<file path="config.mk">
export PLATFORM = sky130hd
export DESIGN_NAME = swrc_sleep_wake_reset_control
export DESIGN_NICKNAME = d
export VERILOG_FILES = /design/src/core/swrc_glitch_filter.v /design/src/core/swrc_sleep_wake_reset_control.v
export VERILOG_INCLUDE_DIRS = /design/src /design/src/inc
export SDC_FILE = /design/constraint.sdc
export NUM_CORES = 1
export LEC_CHECK = 0
export BUFFER_PORTS_ARGS = -buffer_cell sky130_fd_sc_hd__buf_2
export CAP_MARGIN = 5
export CORE_ASPECT_RATIO = 1.2
export CORE_MARGIN = 2
export CORE_UTILIZATION = 25
export CTS_BUF_LIST = sky130_fd_sc_hd__clkbuf_16
export DETAILED_ROUTE_END_ITERATION = 16
export PLACE_DENSITY = 0.41
export SLEW_MARGIN = 30
export SYNTH_ARGS = -nofsm -noshare
export SYNTH_HDL_FRONTEND = slang
export SYNTH_SLANG_ARGS = --single-unit
</file>
<file path="constraint.sdc">
create_clock -name sys_clk -period 4.6 [get_ports sys_clk]
set_input_delay 0.69 -clock sys_clk [delete_from_list [all_inputs] [get_ports sys_clk]]
set_output_delay 0.69 -clock sys_clk [all_outputs]
set_load 0.1 [all_outputs]
</file>
<file path="src/inc/swrc_map.vh">
// Function
// - Capture four low wake inputs at sleep
// - Opposite filtered level while asleep warm-resets
// - Pin-change wake clears wake-cause flag
// - Bit-7 slow input also wakes, same flag
// - One enable bit gates all five
// - Enabled brown-out holds core in reset
// - Selectable trip level with write interlock
// - Brown-out disabled at power-up until cleared
// - Watchdog enabled by programmed fuse two
// - Latch watchdog enable during sleep
// - Bit 4 soft watchdog enable if fuse off
// - Soft watchdog enable off after power-up
// - RC mode start-up 1 ms, else 18 ms
// - Short delay after every reset source; code reloads the mode delay, so LONG_CYC outside RC mode
// - Sleep-voltage bit lowers core to 3 V
`ifndef SWRC_MAP_VH
`define SWRC_MAP_VH
// Register indices on the plain register port.
`define SWRC_ADDR_OPT2 4'h0
`define SWRC_ADDR_STATUS 4'h1
`define SWRC_ADDR_IRQ_STAT 4'h2
`define SWRC_ADDR_IRQ_MASK 4'h3
`define SWRC_ADDR_LVL_KEY 4'h4
// Secondary option register fields.
`define SWRC_OPT2_WAKE_EN 0
`define SWRC_OPT2_BO_EN_N 1
`define SWRC_OPT2_BO_LVL 2
`define SWRC_OPT2_SLEEP_LV 3
`define SWRC_OPT2_SWE 4
// Reset value: brown-out off (enable_n set), soft watchdog off.
`define SWRC_OPT2_RESET 8'h02
// Status fields.
`define SWRC_STAT_PCWF 0
`define SWRC_STAT_ASLEEP 1
`define SWRC_STAT_WDT_EN 2
`define SWRC_STAT_IN_RST 3
// Interrupt bits: wake event, brown-out event, delay done.
`define SWRC_IRQ_WAKE 0
`define SWRC_IRQ_BO 1
`define SWRC_IRQ_DONE 2
// Key written to unlock one trip-level change.
`define SWRC_LVL_KEY 8'hA5
// Start-up times in microseconds and clock rate in kHz.
`define SWRC_T_SHORT_US 1000
`define SWRC_T_LONG_US 18000
`define SWRC_CLK_KHZ 20000
`define SWRC_CYC_SHORT ((`SWRC_T_SHORT_US * `SWRC_CLK_KHZ) / 1000)
`define SWRC_CYC_LONG ((`SWRC_T_LONG_US * `SWRC_CLK_KHZ) / 1000)
// Glitch filter length in cycles.
`define SWRC_FILT_CYC 4
`endif
</file>
<file path="src/core/swrc_glitch_filter.v">
`timescale 1ns/1ps
`default_nettype none
// Synchronises one pin and passes a level only once it stayed stable.
module swrc_glitch_filter #(
   parameter CNT_W = 3,
   parameter [2:0] FILT = 3'h4
) (
   input wire sys_clk,
   input wire rst_n,
   input wire pin_in,
   output reg level_out
);
   // Two-stage synchroniser; the first stage feeds only the second.
   reg sync1_reg;
   reg sync2_reg;
   // Counts cycles the synced level differs from the output.
   reg [CNT_W-1:0] cnt_reg;

   // Accept a new level after FILT stable cycles, else restart.
   always @(posedge sys_clk or negedge rst_n) begin
      if (!rst_n) begin
         sync1_reg <= 1'b0;
         sync2_reg <= 1'b0;
         cnt_reg <= {CNT_W{1'b0}};
         level_out <= 1'b0;
      end else begin
         sync1_reg <= pin_in;
         sync2_reg <= sync1_reg;
         if (sync2_reg == level_out) begin
            cnt_reg <= {CNT_W{1'b0}};
         end else if (cnt_reg == FILT - 3'h1) begin
            level_out <= sync2_reg;
            cnt_reg <= {CNT_W{1'b0}};
         end else begin
            cnt_reg <= cnt_reg + 1'b1;
         end
      end
   end
endmodule // swrc_glitch_filter
`default_nettype wire

</file>
<file path="src/core/swrc_sleep_wake_reset_control.v">
// Added by the designer: strobed register access and the address map.
`timescale 1ns/1ps
`default_nettype none
`include "swrc_map.vh"
// Sleep, wake, brown-out, watchdog-enable and start-up delay control.
module swrc_sleep_wake_reset_control #(
   parameter SHORT_CYC = `SWRC_CYC_SHORT,
   parameter LONG_CYC = `SWRC_CYC_LONG
) (
   input wire sys_clk,
   input wire resetn,
   input wire [3:0] wake_pins,
   input wire wake_pin7,
   input wire master_clear_pin_n,
   input wire supply_low_lo,
   input wire supply_low_hi,
   input wire fuse_wdt,
   input wire osc_select_high,
   input wire osc_select_low,
   input wire sleep_req,
   input wire watchdog_timeout,
   input wire [3:0] reg_addr,
   input wire [7:0] reg_wdata,
   input wire reg_wr,
   input wire reg_rd,
   output reg [7:0] reg_rdata,
   output reg core_reset,
   output reg asleep,
   output reg watchdog_timer_en,
   output reg fuse_read_en,
   output reg core_supply_low,
   output reg brownout_level_sel,
   output reg irq
);
   // Reset release synchroniser; the rest uses rst_n.
   reg rst_s1_reg;
   reg rst_n;
   always @(posedge sys_clk or negedge resetn) begin
      if (!resetn) begin
         rst_s1_reg <= 1'b0;
         rst_n <= 1'b0;
      end else begin
         rst_s1_reg <= 1'b1;
         rst_n <= rst_s1_reg;
      end
   end

   // Pin glitch filters for the five wake inputs and master clear.
   wire [5:0] raw_pins;
   wire [5:0] filt_lvl;
   assign raw_pins = {master_clear_pin_n, wake_pin7, wake_pins};
   genvar gi;
   generate
      for (gi = 0; gi < 6; gi = gi + 1) begin : g_filt
         swrc_glitch_filter #(
            .CNT_W(3),
            .FILT(`SWRC_FILT_CYC)
         ) u_filt (
            .sys_clk(sys_clk),
            .rst_n(rst_n),
            .pin_in(raw_pins[gi]),
            .level_out(filt_lvl[gi])
         );
      end
   endgenerate

   // Plain synchronisers for the remaining asynchronous inputs.
   reg [4:0] async_s1_reg;
   reg [4:0] async_s2_reg;
   always @(posedge sys_clk or negedge rst_n) begin
      if (!rst_n) begin
         async_s1_reg <= 5'h00;
         async_s2_reg <= 5'h00;
      end else begin
         async_s1_reg <= {supply_low_lo, supply_low_hi, fuse_wdt,
                          osc_select_high, osc_select_low};
         async_s2_reg <= async_s1_reg;
      end
   end
   wire sup_lo_s = async_s2_reg[4];
   wire sup_hi_s = async_s2_reg[3];
   wire fuse_s = async_s2_reg[2];
   wire rc_mode = async_s2_reg[1] & async_s2_reg[0];

   // Register state.
   reg [7:0] opt2_reg;
   reg pcwf_reg;
   reg [2:0] irq_stat_reg;
   reg [2:0] irq_mask_reg;
   reg lvl_unlock_reg;
   reg [3:0] wake_ref_reg;
   reg wdt_latch_reg;
   reg [31:0] dly_cnt_reg;
   reg delay_busy_reg;

   // Decoding shared by the write and read paths.
   function hit;
      input [3:0] a;
      input [3:0] b;
      begin
         hit = (a == b);
      end
   endfunction

   wire wr_opt2 = reg_wr & hit(reg_addr, `SWRC_ADDR_OPT2);
   wire wr_istat = reg_wr & hit(reg_addr, `SWRC_ADDR_IRQ_STAT);
   wire wr_imask = reg_wr & hit(reg_addr, `SWRC_ADDR_IRQ_MASK);
   wire wr_key = reg_wr & hit(reg_addr, `SWRC_ADDR_LVL_KEY);

   wire wake_en = opt2_reg[`SWRC_OPT2_WAKE_EN];
   wire bo_on = ~opt2_reg[`SWRC_OPT2_BO_EN_N];
   wire bo_lvl = opt2_reg[`SWRC_OPT2_BO_LVL];

   // Brown-out holds reset while the selected comparator trips.
   wire bo_trip = bo_on & (bo_lvl ? sup_hi_s : sup_lo_s);
   wire master_clear_pin_act = ~filt_lvl[5];

   // Wake: low inputs differ from reference, or bit 7 is high.
   wire pin_mismatch = (filt_lvl[3:0] != wake_ref_reg) | filt_lvl[4];
   // Disabled wake gives neither reset nor flag change.
   wire pin_wake = asleep & wake_en & pin_mismatch;
   // Watchdog timeout wakes or resets the core as well.
   wire wdt_evt = watchdog_timeout & watchdog_timer_en;
   wire rst_evt = pin_wake | wdt_evt | bo_trip | master_clear_pin_act;

   // Sleep entry: capture references, latch watchdog enable.
   wire sleep_go = sleep_req & ~asleep & ~core_reset;
   // Fuse overrides; otherwise the soft bit decides.
   wire wdt_live = fuse_s | opt2_reg[`SWRC_OPT2_SWE];

   // Option register, interlocked trip level and power-up defaults.
   always @(posedge sys_clk or negedge rst_n) begin
      if (!rst_n) begin
         opt2_reg <= `SWRC_OPT2_RESET;
         lvl_unlock_reg <= 1'b0;
      end else begin
         if (wr_key) begin
            // Only the exact key arms one level change.
            lvl_unlock_reg <= (reg_wdata == `SWRC_LVL_KEY);
         end else if (wr_opt2) begin
            lvl_unlock_reg <= 1'b0;
         end
         if (wr_opt2) begin
            opt2_reg[7:5] <= 3'h0;
            opt2_reg[4:3] <= reg_wdata[4:3];
            opt2_reg[1:0] <= reg_wdata[1:0];
            if (lvl_unlock_reg) begin
               // Locked level keeps its value; guards against stray writes.
               opt2_reg[`SWRC_OPT2_BO_LVL] <= reg_wdata[2];
            end
         end
      end
   end

   // Sleep state, references, watchdog latch and fuse current gate.
   always @(posedge sys_clk or negedge rst_n) begin
      if (!rst_n) begin
         asleep <= 1'b0;
         wake_ref_reg <= 4'h0;
         wdt_latch_reg <= 1'b0;
         fuse_read_en <= 1'b1;
      end else begin
         if (rst_evt) begin
            asleep <= 1'b0;
            fuse_read_en <= 1'b1;
         end else if (sleep_go) begin
            asleep <= 1'b1;
            wake_ref_reg <= filt_lvl[3:0];
            wdt_latch_reg <= wdt_live;
            fuse_read_en <= 1'b0;
         end
      end
   end

   // The fuse sense is unpowered in sleep and reads noise. After a wake
   // the synchroniser needs two cycles to flush that noise, so the live
   // value is trusted only once fuse power has been back for two cycles.
   // This costs two cycles of latency on a fuse change after wake-up.
   reg [1:0] fuse_vld_reg;
   always @(posedge sys_clk or negedge rst_n) begin
      if (!rst_n) begin
         fuse_vld_reg <= 2'h0;
      end else begin
         fuse_vld_reg <= {fuse_vld_reg[0], fuse_read_en};
      end
   end
   // High while the latched watchdog setting must stand.
   wire hold_latch = asleep | ~fuse_vld_reg[1];

   // Watchdog enable: held latch while asleep or fuse settling.
   always @(posedge sys_clk or negedge rst_n) begin
      if (!rst_n) begin
         watchdog_timer_en <= 1'b0;
      end else if (hold_latch) begin
         watchdog_timer_en <= wdt_latch_reg;
      end else begin
         watchdog_timer_en <= wdt_live;
      end
   end

   // Core supply lowered only while asleep and the option is set.
   always @(posedge sys_clk or negedge rst_n) begin
      if (!rst_n) begin
         core_supply_low <= 1'b0;
         brownout_level_sel <= 1'b0;
      end else begin
         core_supply_low <= asleep & opt2_reg[`SWRC_OPT2_SLEEP_LV];
         brownout_level_sel <= bo_lvl;
      end
   end

   // Wake-cause flag: cleared by a pin wake, set by other resets.
   always @(posedge sys_clk or negedge rst_n) begin
      if (!rst_n) begin
         pcwf_reg <= 1'b1;
      end else if (pin_wake) begin
         pcwf_reg <= 1'b0;
      end else if (wdt_evt | bo_trip | master_clear_pin_act) begin
         pcwf_reg <= 1'b1;
      end
   end

   // Reset hold and start-up delay; reload while any source is active.
   wire [31:0] dly_load = rc_mode ? SHORT_CYC : LONG_CYC;
   always @(posedge sys_clk or negedge rst_n) begin
      if (!rst_n) begin
         dly_cnt_reg <= 32'h00000000;
         delay_busy_reg <= 1'b1;
         core_reset <= 1'b1;
      end else begin
         if (rst_evt | delay_busy_reg & ~core_reset) begin
            // Source active: hold reset and restart the delay.
            dly_cnt_reg <= dly_load;
            delay_busy_reg <= 1'b0;
            core_reset <= 1'b1;
         end else if (core_reset) begin
            if (dly_cnt_reg <= 32'h00000001) begin
               core_reset <= 1'b0;
            end else begin
               dly_cnt_reg <= dly_cnt_reg - 32'h00000001;
            end
         end
         if (~rst_evt & delay_busy_reg & core_reset) begin
            // Power-on: start the delay once after release.
            dly_cnt_reg <= dly_load;
            delay_busy_reg <= 1'b0;
         end
      end
   end
   wire done_evt = core_reset & ~rst_evt & ~delay_busy_reg &
                   (dly_cnt_reg <= 32'h00000001);

   // Sticky interrupt status; a new event wins over a write-one clear.
   wire [2:0] ev = {done_evt, bo_trip, pin_wake | wdt_evt & asleep};
   always @(posedge sys_clk or negedge rst_n) begin
      if (!rst_n) begin
         irq_stat_reg <= 3'h0;
         irq_mask_reg <= 3'h0;
         irq <= 1'b0;
      end else begin
         irq_stat_reg <= ev | (irq_stat_reg &
                         ~(wr_istat ? reg_wdata[2:0] : 3'h0));
         if (wr_imask) begin
            irq_mask_reg <= reg_wdata[2:0];
         end
         irq <= |(irq_stat_reg & irq_mask_reg);
      end
   end

   // Read data in the cycle after the strobe; unmapped reads zero.
   always @(posedge sys_clk or negedge rst_n) begin
      if (!rst_n) begin
         reg_rdata <= 8'h00;
      end else if (reg_rd) begin
         if (hit(reg_addr, `SWRC_ADDR_OPT2)) begin
            reg_rdata <= opt2_reg;
         end else if (hit(reg_addr, `SWRC_ADDR_STATUS)) begin
            reg_rdata <= {4'h0, core_reset, watchdog_timer_en, asleep,
                          pcwf_reg};
         end else if (hit(reg_addr, `SWRC_ADDR_IRQ_STAT)) begin
            reg_rdata <= {5'h00, irq_stat_reg};
         end else if (hit(reg_addr, `SWRC_ADDR_IRQ_MASK)) begin
            reg_rdata <= {5'h00, irq_mask_reg};
         end else if (hit(reg_addr, `SWRC_ADDR_LVL_KEY)) begin
            reg_rdata <= {7'h00, lvl_unlock_reg};
         end else begin
            reg_rdata <= 8'h00;
         end
      end else begin
         reg_rdata <= 8'h00;
      end
   end
endmodule // swrc_sleep_wake_reset_control
`default_nettype wire

</file>
---- Yosys cells after proc, flatten, opt, wreduce, memory -nomap -nowiden ----
Index checks and enable logic that the tools add are counted.
word-level totals
  input bits .............................. 29
  output and inout bits ................... 15
  flip-flop bits (word level) ............. 116
operators by class
  $lt $le $gt $ge ......................... 1
  reduce and logical (&&, ||, !) cells .... 16
  $add $sub $neg .......................... 7
  equality and inequality tests ........... 19
  mux-type cells .......................... 39
  bitwise logic cells ..................... 46
operators with widths
  kind                     number
  $mux W32                 4
  $mux W3                  15
  $le A32 B1 Y1 const B    1
  $sub A32 B1 Y32 const B  1
  $and A1 B1 Y1            19
  $mux W19                 1
  $add A3 B1 Y3 const B    6
  $eq A3 B2 Y1 const B     6
  $reduce_and A2 Y1        9
  $mux W1                  16
  $not A1 Y1               13
  $or A1 B1 Y1             10
  $eq A4 B2 Y1 const B     2
  $eq A8 B8 Y1 const B     1
  $mux W8                  1
  $reduce_bool A2 Y1       4
  $and A3 B3 Y3            2
  $eq A1 B1 Y1             6
  $mux W5                  1
  $eq A4 B1 Y1 const B     1
  $eq A4 B3 Y1 const B     1
  $logic_not A4 Y1         1
  $mux W4                  1
  $ne A4 B4 Y1             1
  other kinds (5)          5

---- Logic depth before layout (Yosys ltp) ----
Gate-level depths: netlist (run 1).
  depth in word-level cells ............... 11
  mapped depth ............................ 9
  gate-level depth less buffers ........... 8

---- Modules after synthesis ----
A second synthesis (run 1) with hierarchy kept.
unflattened totals
  cells, all modules ...................... 418
  area total of the unflattened synthesis .. 4986.0 um2
modules (own cells, without submodules)
  module                                      area an instance (um2)  times used  cells an instance
  swrc_sleep_wake_reset_control               3674.8                  1           340
  swrc_glitch_filter at g_filt[1].u_filt ...  216.5                   5           13
  swrc_glitch_filter at g_filt[0].u_filt      229.0                   1           13

---- Worst setup path before layout (run 1) ----
Ideal clock, no wire load.
  path type ............................... reg2reg
  start ................................... register core_reset
  end ..................................... register dly_cnt_reg[14]
  path buffers ............................ 1
  stages on the path, launching flop included .. 8
  data required time ...................... 4.466 ns
  library setup time ...................... 0.134 ns
  clock period less this slack ............ 2.476 ns
  slack ................................... 2.124 ns
  arrival ................................. 2.342 ns
  path through ............................ dfstp_2 -> clkbuf_1 -> nand2_1 -> or4_4 -> a31oi_1 -> and2b_1 -> xnor2_1 -> nand2_1
between the ends
  cells in the longest elaborated chain, start to end .. 5
  elaborated cells on any way between the ends .. 9
RTL lines
  what                                                                   RTL line                             source
  start, declared                                                        swrc_sleep_wake_reset_control.v:27   output reg core_reset,
  start signal, assigned                                                 swrc_sleep_wake_reset_control.v:229  core_reset <= 1'b1;
  start signal, assigned                                                 swrc_sleep_wake_reset_control.v:235  core_reset <= 1'b1;
  start signal, assigned                                                 swrc_sleep_wake_reset_control.v:238  core_reset <= 1'b0;
  $not A1 Y1                                                             swrc_sleep_wake_reset_control.v:231  if (rst_evt | delay_busy_reg & ~core_reset) begin
  $and A1 B1 Y1                                                          swrc_sleep_wake_reset_control.v:231
  $or A1 B1 Y1                                                           swrc_sleep_wake_reset_control.v:231
  $ne A3 B3 Y1 (no source line) (tied with other cells)                  -
  $reduce_and A2 Y1 (no source line) / $mux W32 (equally long branches)  -
  end signal, assigned                                                   swrc_sleep_wake_reset_control.v:233  dly_cnt_reg <= dly_load;
  end signal, assigned                                                   swrc_sleep_wake_reset_control.v:240  dly_cnt_reg <= dly_cnt_reg - 32'h00000001;
  end signal, assigned                                                   swrc_sleep_wake_reset_control.v:245  dly_cnt_reg <= dly_load;
  end, declared                                                          swrc_sleep_wake_reset_control.v:93   reg [31:0] dly_cnt_reg;
Parallel ways exist; a longest one is shown, timed or not.
A chain may end at the register's enable or synchronous reset.

---- Worst setup path after layout (run 1) ----
  start ................................... register g_filt[0].u_filt.level_out
  end ..................................... register dly_cnt_reg[5]
between the ends
  cells in the longest elaborated chain, start to end .. 11
  elaborated cells on any way between the ends .. 15
RTL lines
  what                                                                        RTL line                             source
  start, declared                                                             swrc_glitch_filter.v:11              output reg level_out
  start signal, assigned                                                      swrc_glitch_filter.v:32              level_out <= sync2_reg;
  $ne A4 B4 Y1 (*)                                                            swrc_sleep_wake_reset_control.v:119  wire pin_mismatch = (filt_lvl[3:0] != wake_ref_reg) | filt_lvl[4];
  $or A1 B1 Y1 (*)                                                            swrc_sleep_wake_reset_control.v:119
  $and A1 B1 Y1 (*)                                                           swrc_sleep_wake_reset_control.v:121  wire pin_wake = asleep & wake_en & pin_mismatch;
  $or A1 B1 Y1 (*) (3 in a row)                                               swrc_sleep_wake_reset_control.v:124  wire rst_evt = pin_wake | wdt_evt | bo_trip | master_clear_pin_act;
  $not A1 Y1 (no source line)                                                 -
  $and A1 B1 Y1 (2 in a row)                                                  swrc_sleep_wake_reset_control.v:243  if (~rst_evt & delay_busy_reg & core_reset) begin
  $ne A3 B3 Y1 (no source line) / $reduce_bool A3 Y1 (equally long branches)  -
  $reduce_and A2 Y1 (no source line)                                          -
Mark *: on every way between the ends. The rest lies on a longest branch, timed or not.

==> impl_summary.md, run 1 <==
Timing
The final hold violation count came to 0. The period utilization is 58.9%. Clock skew on the completed layout was measured at 6.84 ps. The slew at the pin with the worst max-slew slack is 874 ps. The upper clock frequency limit is 369 MHz. The final setup violation count is 0.

For the final routed database, the setup TNS stands at 0 ps. The final period demand of the worst path is 2710 ps. Hold timing on the final database bottoms out at a slack of 57.4 ps. The final-report max-slew violation count is 0. Setup repair after global routing left no endpoint under its margin. In this run the tightest slew margin relative to its limit is 41.7%.

Routing
The number of antenna-violating nets in the routed design is 0. The first-pass detailed-route iteration total is 6. In the routed design, unresolved DRC markers number 0. The overall via count from detail_route is 3072. The routed wire length per instance is 13.2 microns. The number of design-rule violations left by the first detailed-router iteration is 122. Dividing the detail-routed via count by the number of cells gives 4.32. The routed design has 9390 microns of wire.

Final layout
After filler insertion, the fill cell instance count of the layout stands at 1901. For this run, the post-layout net count is 479. The repair_antennas step left the layout with diodes totalling 0. The fraction of final layout cells sized beyond drive strength 1 is 24.4%.

For this run, the number of standard cells in the final layout without fillers is 711. In the layout the commonest cells are sky130_fd_sc_hd__dfrtp_1, sky130_fd_sc_hd__buf_2, sky130_fd_sc_hd__nor2_1. The area growth from synthesis to layout is 23.2%.

Leaving out fill and tap cells, the most frequent cell in the layout is sky130_fd_sc_hd__dfrtp_1. The register with the most flip-flops in the layout has 32 of them. Summing all multi-input logic gate instances after layout gives 0.00185 sq mm. The footprint of the flip-flops and latches is 0.00284 sq mm. The post-layout instance area is 0.00586 sq mm.

Placement
In this run the cell area measured after placement is 0.00527 sq mm. The routability congestion estimate from global placement is 0.755. During placement, the flow inserted port buffers numbering 40. Summed over all nets, the half-perimeter wirelength after detailed placement is 6440 microns. The number of cells in the design after placement is 679.

Setup path
For the worst setup path, the data arrival time is 2970 ps. At the worst endpoint, the required time is 4860 ps. The startpoint identified for the worst register-to-register timing path is g_filt[0].u_filt.level_out$_DFFE_PN0P_. The launch point of the worst path is g_filt[0].u_filt.level_out$_DFFE_PN0P_. The worst setup path is captured at a flop. Measured in cells, the most critical reg-to-reg path has a length of 6. STA classifies the critical path startpoint as a flop. The category of the most critical setup path is reg2reg. Of all nets on the critical path, the largest fanout is 23.

Flow run
The tool flagged a number of max-cap violations equal to 0.

Global routing
The via count of the first global-routing pass is 3154. Global routing used 10.4% of the available tracks across all layers. The number of antenna violations at the first check in global routing is 0.

The first-pass GRT wire length is 16100 microns. The total congestion overflow after global routing is 0. The maximum number of pins on one net before global-route repair is 51.

CTS
CTS saw 113 sinks. The number of resized instances in the post-cts repair step is 0. The number of buffers inserted to repair setup after CTS is 0.

At the later pin of the worst-skew pair, clock insertion delay measures 410 ps. CTS placed an instance of sky130_fd_sc_hd__clkbuf_16 at the clock tree root. The H-tree was split into 4 levels. The clock-pin slew reported for the worst setup and hold paths after clock tree synthesis is 50 ps. The CTS tree is built. The maximum buffer depth of the clock tree is 2.

The cts-stage hold buffer count is 0. The number of clock buffers inserted by TritonCTS is 17.

Power
The power per cell area is 507 mW/mm^2. VDD sags by at most 263 uV. The static leakage is 2.55 nW.

Die
The I/O pin count is 44. The die is 155 microns tall. The die is 130 microns wide. The die footprint is 0.0202 sq mm. The standard cell core area is 0.0188 sq mm. The total number of placement rows is 55.

Once the floorplan was initialized, standard cells occupied 25.3% of the core.

Synth
The register bit total from synthesis is 113. The dominant register cell in the synthesized netlist is sky130_fd_sc_hd__dfrtp_1. Counting flops with a built-in enable in the synthesized netlist gives 0. The number of synthesis warnings is 0.

The share of synthesized registers carrying an async set or reset is 100%. The netlist uses 52 different library cells. Dividing the synthesized area by the synthesized cell count gives 12.1 sq um. The synthesized netlist occupies a cell area of 0.00476 sq mm. The part of the Yosys area used for sequential elements is 59.5%.

The cell count after synthesis is 392.

Run status
The flow ran to the end, and the final reports show no timing, DRC or antenna violations.

Hold path
The type of the most critical hold path is in2async.
[worst paths after layout]
path	end	slack, ps
worst max-delay path	dly_cnt_reg[5]$_DFFE_PN0P_	1890
worst min register to register	async_s2_reg[0]$_DFF_PN0_	270
worst min-delay path	rst_n$_DFF_PN0_	60
worst max register to register	dly_cnt_reg[5]$_DFFE_PN0P_	1890
min in group sys_clk	g_filt[0].u_filt.sync2_reg$_DFF_PN0_	350
max in group asynchronous	dly_cnt_reg[23]$_DFFE_PN0P_	3280
[synthesized netlist by cell type, types with 7 or more instances]
| cell type | count | area (sq um) |
|---|---|---|
| sky130_fd_sc_hd__a21oi_1 | 13 | 65.1 |
| sky130_fd_sc_hd__clkbuf_1 | 10 | 37.5 |
| sky130_fd_sc_hd__dfrtp_1 | 108 | 2700 |
| sky130_fd_sc_hd__ha_1 | 8 | 100 |
| sky130_fd_sc_hd__mux2_2 | 18 | 203 |
| sky130_fd_sc_hd__nand2_1 | 26 | 97.6 |
| sky130_fd_sc_hd__nand3_1 | 9 | 45.0 |
| sky130_fd_sc_hd__nor2_1 | 36 | 135 |
| sky130_fd_sc_hd__nor2b_1 | 12 | 75.1 |
| sky130_fd_sc_hd__nor3_1 | 13 | 65.1 |
| sky130_fd_sc_hd__nor3b_1 | 12 | 90.1 |
| sky130_fd_sc_hd__or3_1 | 9 | 56.3 |
| sky130_fd_sc_hd__or4_1 | 7 | 52.6 |
| sky130_fd_sc_hd__xnor2_1 | 18 | 158 |
| sky130_fd_sc_hd__xor2_1 | 14 | 123 |
[report_power, final]
| group | internal (W) | total, W | switching (W) |
|---|---|---|---|
| clock | 0.000845 | 0.00131 | 0.000462 |
| sequential | 0.00112 | 0.00121 | 0.0000950 |
| combinational | 0.000196 | 0.000454 | 0.000257 |
| total | 0.00216 | 0.00297 | 0.000814 |
[cells by family (layout without fill, tap and decap cells)]
logic type / count (synthesis) / count (layout) / share of synthesized area, %
buffers and inverters: 20 / 80 / 1.87
AND/OR/NAND/NOR: 154 / 154 / 18.8
adder cells (fa/ha/maj): 8 / 8 / 2.10
XOR/XNOR: 32 / 32 / 5.89
flip-flops: 113 / 113 / 59.5
other: 2 / 5 / 0.158
multiplexers: 25 / 25 / 6.25
AO/OA/AOI/OAI: 38 / 38 / 5.41
[layout make-up]
type / instances / area share [%]
sequential: 113 / 48.4
multi-input combinational: 262 / 31.5
clock buffer: 17 / 7.26
clock inverter: 15 / 2.88
tap: 256 / 5.46
inverter: 5 / 0.320
timing repair buffer: 43 / 4.14
[through the flow]
step	utilization (%)	setup WS, ps	power [W]
after floorplan	-	1230	0.00158
after global placement	27.9	1800	0.00168
after detailed placement	28.0	1820	0.00169
after CTS	31.2	1820	0.00303
after global routing	31.2	1680	0.00314
final	31.2	1890	0.00297
[layer usage]
layer | GRT usage (%) | up-vias | share of wire (%)
li1 | - | 1476 | -
met1 | 13.4 | 1526 | 47
met5 | 0 | - | 0
met3 | 2.96 | 14 | 3.8
met2 | 15.7 | 56 | 47
met4 | 5.79 | 0 | 2.2
[worst max-delay path: stages (launching register included)]
cell	delay, ps
sky130_fd_sc_hd__dfrtp_1	430
sky130_fd_sc_hd__xnor2_1	190
sky130_fd_sc_hd__nand3_1	110
sky130_fd_sc_hd__o311a_1	420
sky130_fd_sc_hd__or3_1	740
sky130_fd_sc_hd__and3_1	470
sky130_fd_sc_hd__o21bai_1	200
Power figures use the tool's default switching activity.
==> run 2, diff against run 1 <==
Settings changed: PLACE_DENSITY 0.41 to 0.43.
Clock period 4.6 ns to 2.25 ns, I/O delays scaled along.
==> run 2 against run 1 <==
Largest cell class unchanged; sequential share of layout area down 2.5 points; final cell count rose by 5.3%; first-iteration DRC count increased by 33%; power increased by 110%; global-route usage increased by 0.83 points; via count increased by 3.2%; core utilization increased by 1.8 points; flip-flop and latch count did not move; highest routed layer unchanged; design area is 5.8% higher.
==> impl_summary.md, run 2 (synthesized netlist as in run 1, its figures left out) <==
Global routing
The number of antenna violations at the first check in global routing is 0 (unchanged). The via count of the first global-routing pass was 3329 (+5.5%). The maximum number of pins on one net before global-route repair came to 44 (-14%). The first-pass GRT wire length is 17300 microns (+7.5%). The total congestion overflow after global routing is 0 (unchanged).

The global-route usage over all layers is 11.3% (+0.83 points).

CTS
The clock-pin slew reported for the worst setup and hold paths after clock tree synthesis is 60 ps (about the same). The number of H-tree levels came to 4 (unchanged). The number of clock buffers inserted by TritonCTS is 17 (unchanged). The CTS tree is built. The maximum buffer depth of the clock tree is 2 (unchanged).

The clock network latency to the later pin of the worst-skew pair is 420 ps (about the same). The number of clock sinks is 113 (unchanged). The CTS root buffer is sky130_fd_sc_hd__clkbuf_16.

Timing
The upper clock frequency limit was 460 MHz (+25%). The final period demand of the worst path came to 2170 ps (-535 ps). The final worst clock skew is 7.00 ps (+0.154 ps). The minimum hold slack is 24.5 ps (-32.9 ps). The slew at the pin with the worst max-slew slack came to 570 ps (-304 ps).

The final-report max-slew violation count was 0 (unchanged). Setup repair after global routing could not meet its margin everywhere. The relative slew slack came to 62.0% (+20 points).

The period utilization came to 96.7% (+38 points). The final setup violation count is 0 (unchanged). The final hold violation count is 0 (unchanged).

Setup path
By startpoint and endpoint, the worst setup path is classified as reg2reg. The count of buffering cells on the critical path with inverters included was 1 (+1). The largest stage delay on the critical path is 570 ps (-170 ps).

The worst setup path is launched from a flop. The family of cells with the greatest summed delay on the critical path is simple AND/OR/NAND/NOR gates. The endpoint required time on the critical path came to 2550 ps (-2310 ps).

The arrival time at the worst endpoint is 2470 ps (-500 ps). For this design, the slowest cell found on the critical path is sky130_fd_sc_hd__or4_4. The peak fanout along the critical path is 6 (-74%).

The worst setup path is captured at a flop. Walking the worst path, the cells encountered are or4_4 -> nor4b_4 -> nand4_2 -> buf_6 -> nand4_1 -> xor2_1 -> nor2_1.

Run status
The run finished with clean final reports.

Routing
The number of design-rule violations left by the first detailed-router iteration is 162 (+33%). The number of DRC violations after detailed routing was 0 (unchanged). The routed wire length per instance came to 13.5 microns (+2.5%). The detailed-route wire length is 10100 microns (+8.0%). The number of vias per cell is 4.23 (-2.0%). The first-pass detailed-route iteration total is 4 (-2).

The number of antenna-violating nets in the routed design came to 0 (unchanged). The overall via count from detail_route is 3171 (+3.2%).

Final layout
The area growth from synthesis to layout is 30.3%. The post-layout instance area is 0.00620 sq mm (+5.8%). The flip-flop count of the largest register after layout is 32 (unchanged). The antenna diode count is 0 (unchanged). Leaving out fill and tap cells, the most frequent cell in the layout is sky130_fd_sc_hd__dfrtp_1. The fraction of the core area covered by cells at the end of the flow is 33.0% (+1.8 points). The fraction of final layout cells sized beyond drive strength 1 is 32.5% (+8.1 points). The library cells used most frequently in the layout, excluding fill and tap cells, are sky130_fd_sc_hd__dfrtp_1, sky130_fd_sc_hd__buf_2, sky130_fd_sc_hd__nor2_1. The net count reported at finish is 517 (+7.9%). The filler cell count in the final layout is 1888 (-0.68%).

Placement
The routability congestion estimate from global placement is 0.779 (+3.2%). The number of buffers added on ports came to 40 (unchanged). The placed cell area is 0.00553 sq mm (+4.9%).

The placed wire-length estimate after detailed placement was 7180 microns (+12%).

Die
The starting density of the core was 25.3% (unchanged). The total number of placement rows is 55 (unchanged). The standard cell core area is 0.0188 sq mm (unchanged). The die footprint is 0.0202 sq mm (unchanged). The die boundary width is 130 microns (unchanged). The vertical extent of the die is 155 microns (unchanged). The I/O pin count is 44 (unchanged).

Power
The power per cell area was 988 mW/mm^2 (+95%). The static leakage was 2.72 nW (+6.5%). The maximum vdd ir drop is 539 uV (+100%).

Flow run
The max-cap check violation count is 0 (unchanged).

Hold path
The type of the most critical hold path is in2reg.
==> run 2: cell count changes in the layout (fill, tap and decap cells not counted), moves of 2 or more <==
| cell | delta |
|---|---|
| sky130_fd_sc_hd__buf_4 | +33 |
| sky130_fd_sc_hd__clkinv_4 | +4 |
| sky130_fd_sc_hd__buf_6 | +3 |
| sky130_fd_sc_hd__or4_1 | -3 |
| sky130_fd_sc_hd__or4_4 | +3 |
| sky130_fd_sc_hd__buf_12 | +2 |
| sky130_fd_sc_hd__bufinv_16 | -2 |
| sky130_fd_sc_hd__dfrtp_1 | -2 |
| sky130_fd_sc_hd__dfrtp_2 | +2 |
| sky130_fd_sc_hd__or3_1 | -2 |
| sky130_fd_sc_hd__or3_4 | +2 |
==> run 2: power breakdown <==
part,total [W],leakage [nW],internal (W),switching (W)
Combinational,0.00111,1.05,0.000532,0.000581
Sequential,0.00247,1.40,0.00228,0.000186
Clock,0.00254,0.269,0.00153,0.00102
==> run 2: through the flow <==
stage / std cells / power (W) / TNS (ps) / setup WS, ps
finish: 749 / 0.00613 / 0 / 75.0
detailed placement: 712 / 0.00358 / 0 / 19.3
global placement: 712 / 0.00355 / 0 / 47.6
global route: 749 / 0.00647 / -64.6 / -41.4
floorplan: 395 / 0.00323 / -109 / -30.5
CTS: 745 / 0.00618 / 0 / 10.5
==> run 2: routing by layer <==
layer	share of wire [%]	GRT usage [%]	routed length [microns]
met1	46	14.5	4650
met2	48	17.4	4880
met3	3.4	2.82	345
met4	2.6	5.99	265
met5	0	0	0
==> run 2: worst paths after layout <==
| check | cells after the start | startpoint | slack (ps) | end |
|---|---|---|---|---|
| max reg2reg | 7 | dly_cnt_reg[24]$_DFFE_PN0P_ | 80 | dly_cnt_reg[15]$_DFFE_PN0P_ |
| max | 7 | dly_cnt_reg[24]$_DFFE_PN0P_ | 80 | dly_cnt_reg[15]$_DFFE_PN0P_ |
| max in group asynchronous | 1 | rst_n$_DFF_PN0_ | 1240 | pcwf_reg$_DFFE_PN1P_ |
| min in group asynchronous | 2 | resetn | 230 | rst_n$_DFF_PN0_ |
| min | 1 | supply_low_hi | 20 | async_s1_reg[3]$_DFF_PN0_ |
| min reg2reg | 0 | rst_n$_DFF_PN0_ | 320 | async_s2_reg[1]$_DFF_PN0_ |
==> run 2: timing repair <==
item                                    CTS  global route
gates resized for setup                   1            14
setup buffers                             0             4
hold endpoints to repair                  2             0
hold buffers                              1             0
pin swaps                                 0             8
endpoints found under the setup margin    1            19
==> run 2: final cells by class <==
class | count | area [sq um] | share of cell area (%)
Multi-Input combinational cell | 262 | 1910 | 30.8
Clock inverter | 15 | 139 | 2.24
Inverter | 5 | 18.8 | 0.303
Tap cell | 256 | 320 | 5.16
Clock buffer | 17 | 425 | 6.86
Timing Repair Buffer | 81 | 547 | 8.82
Sequential cell | 113 | 2840 | 45.9
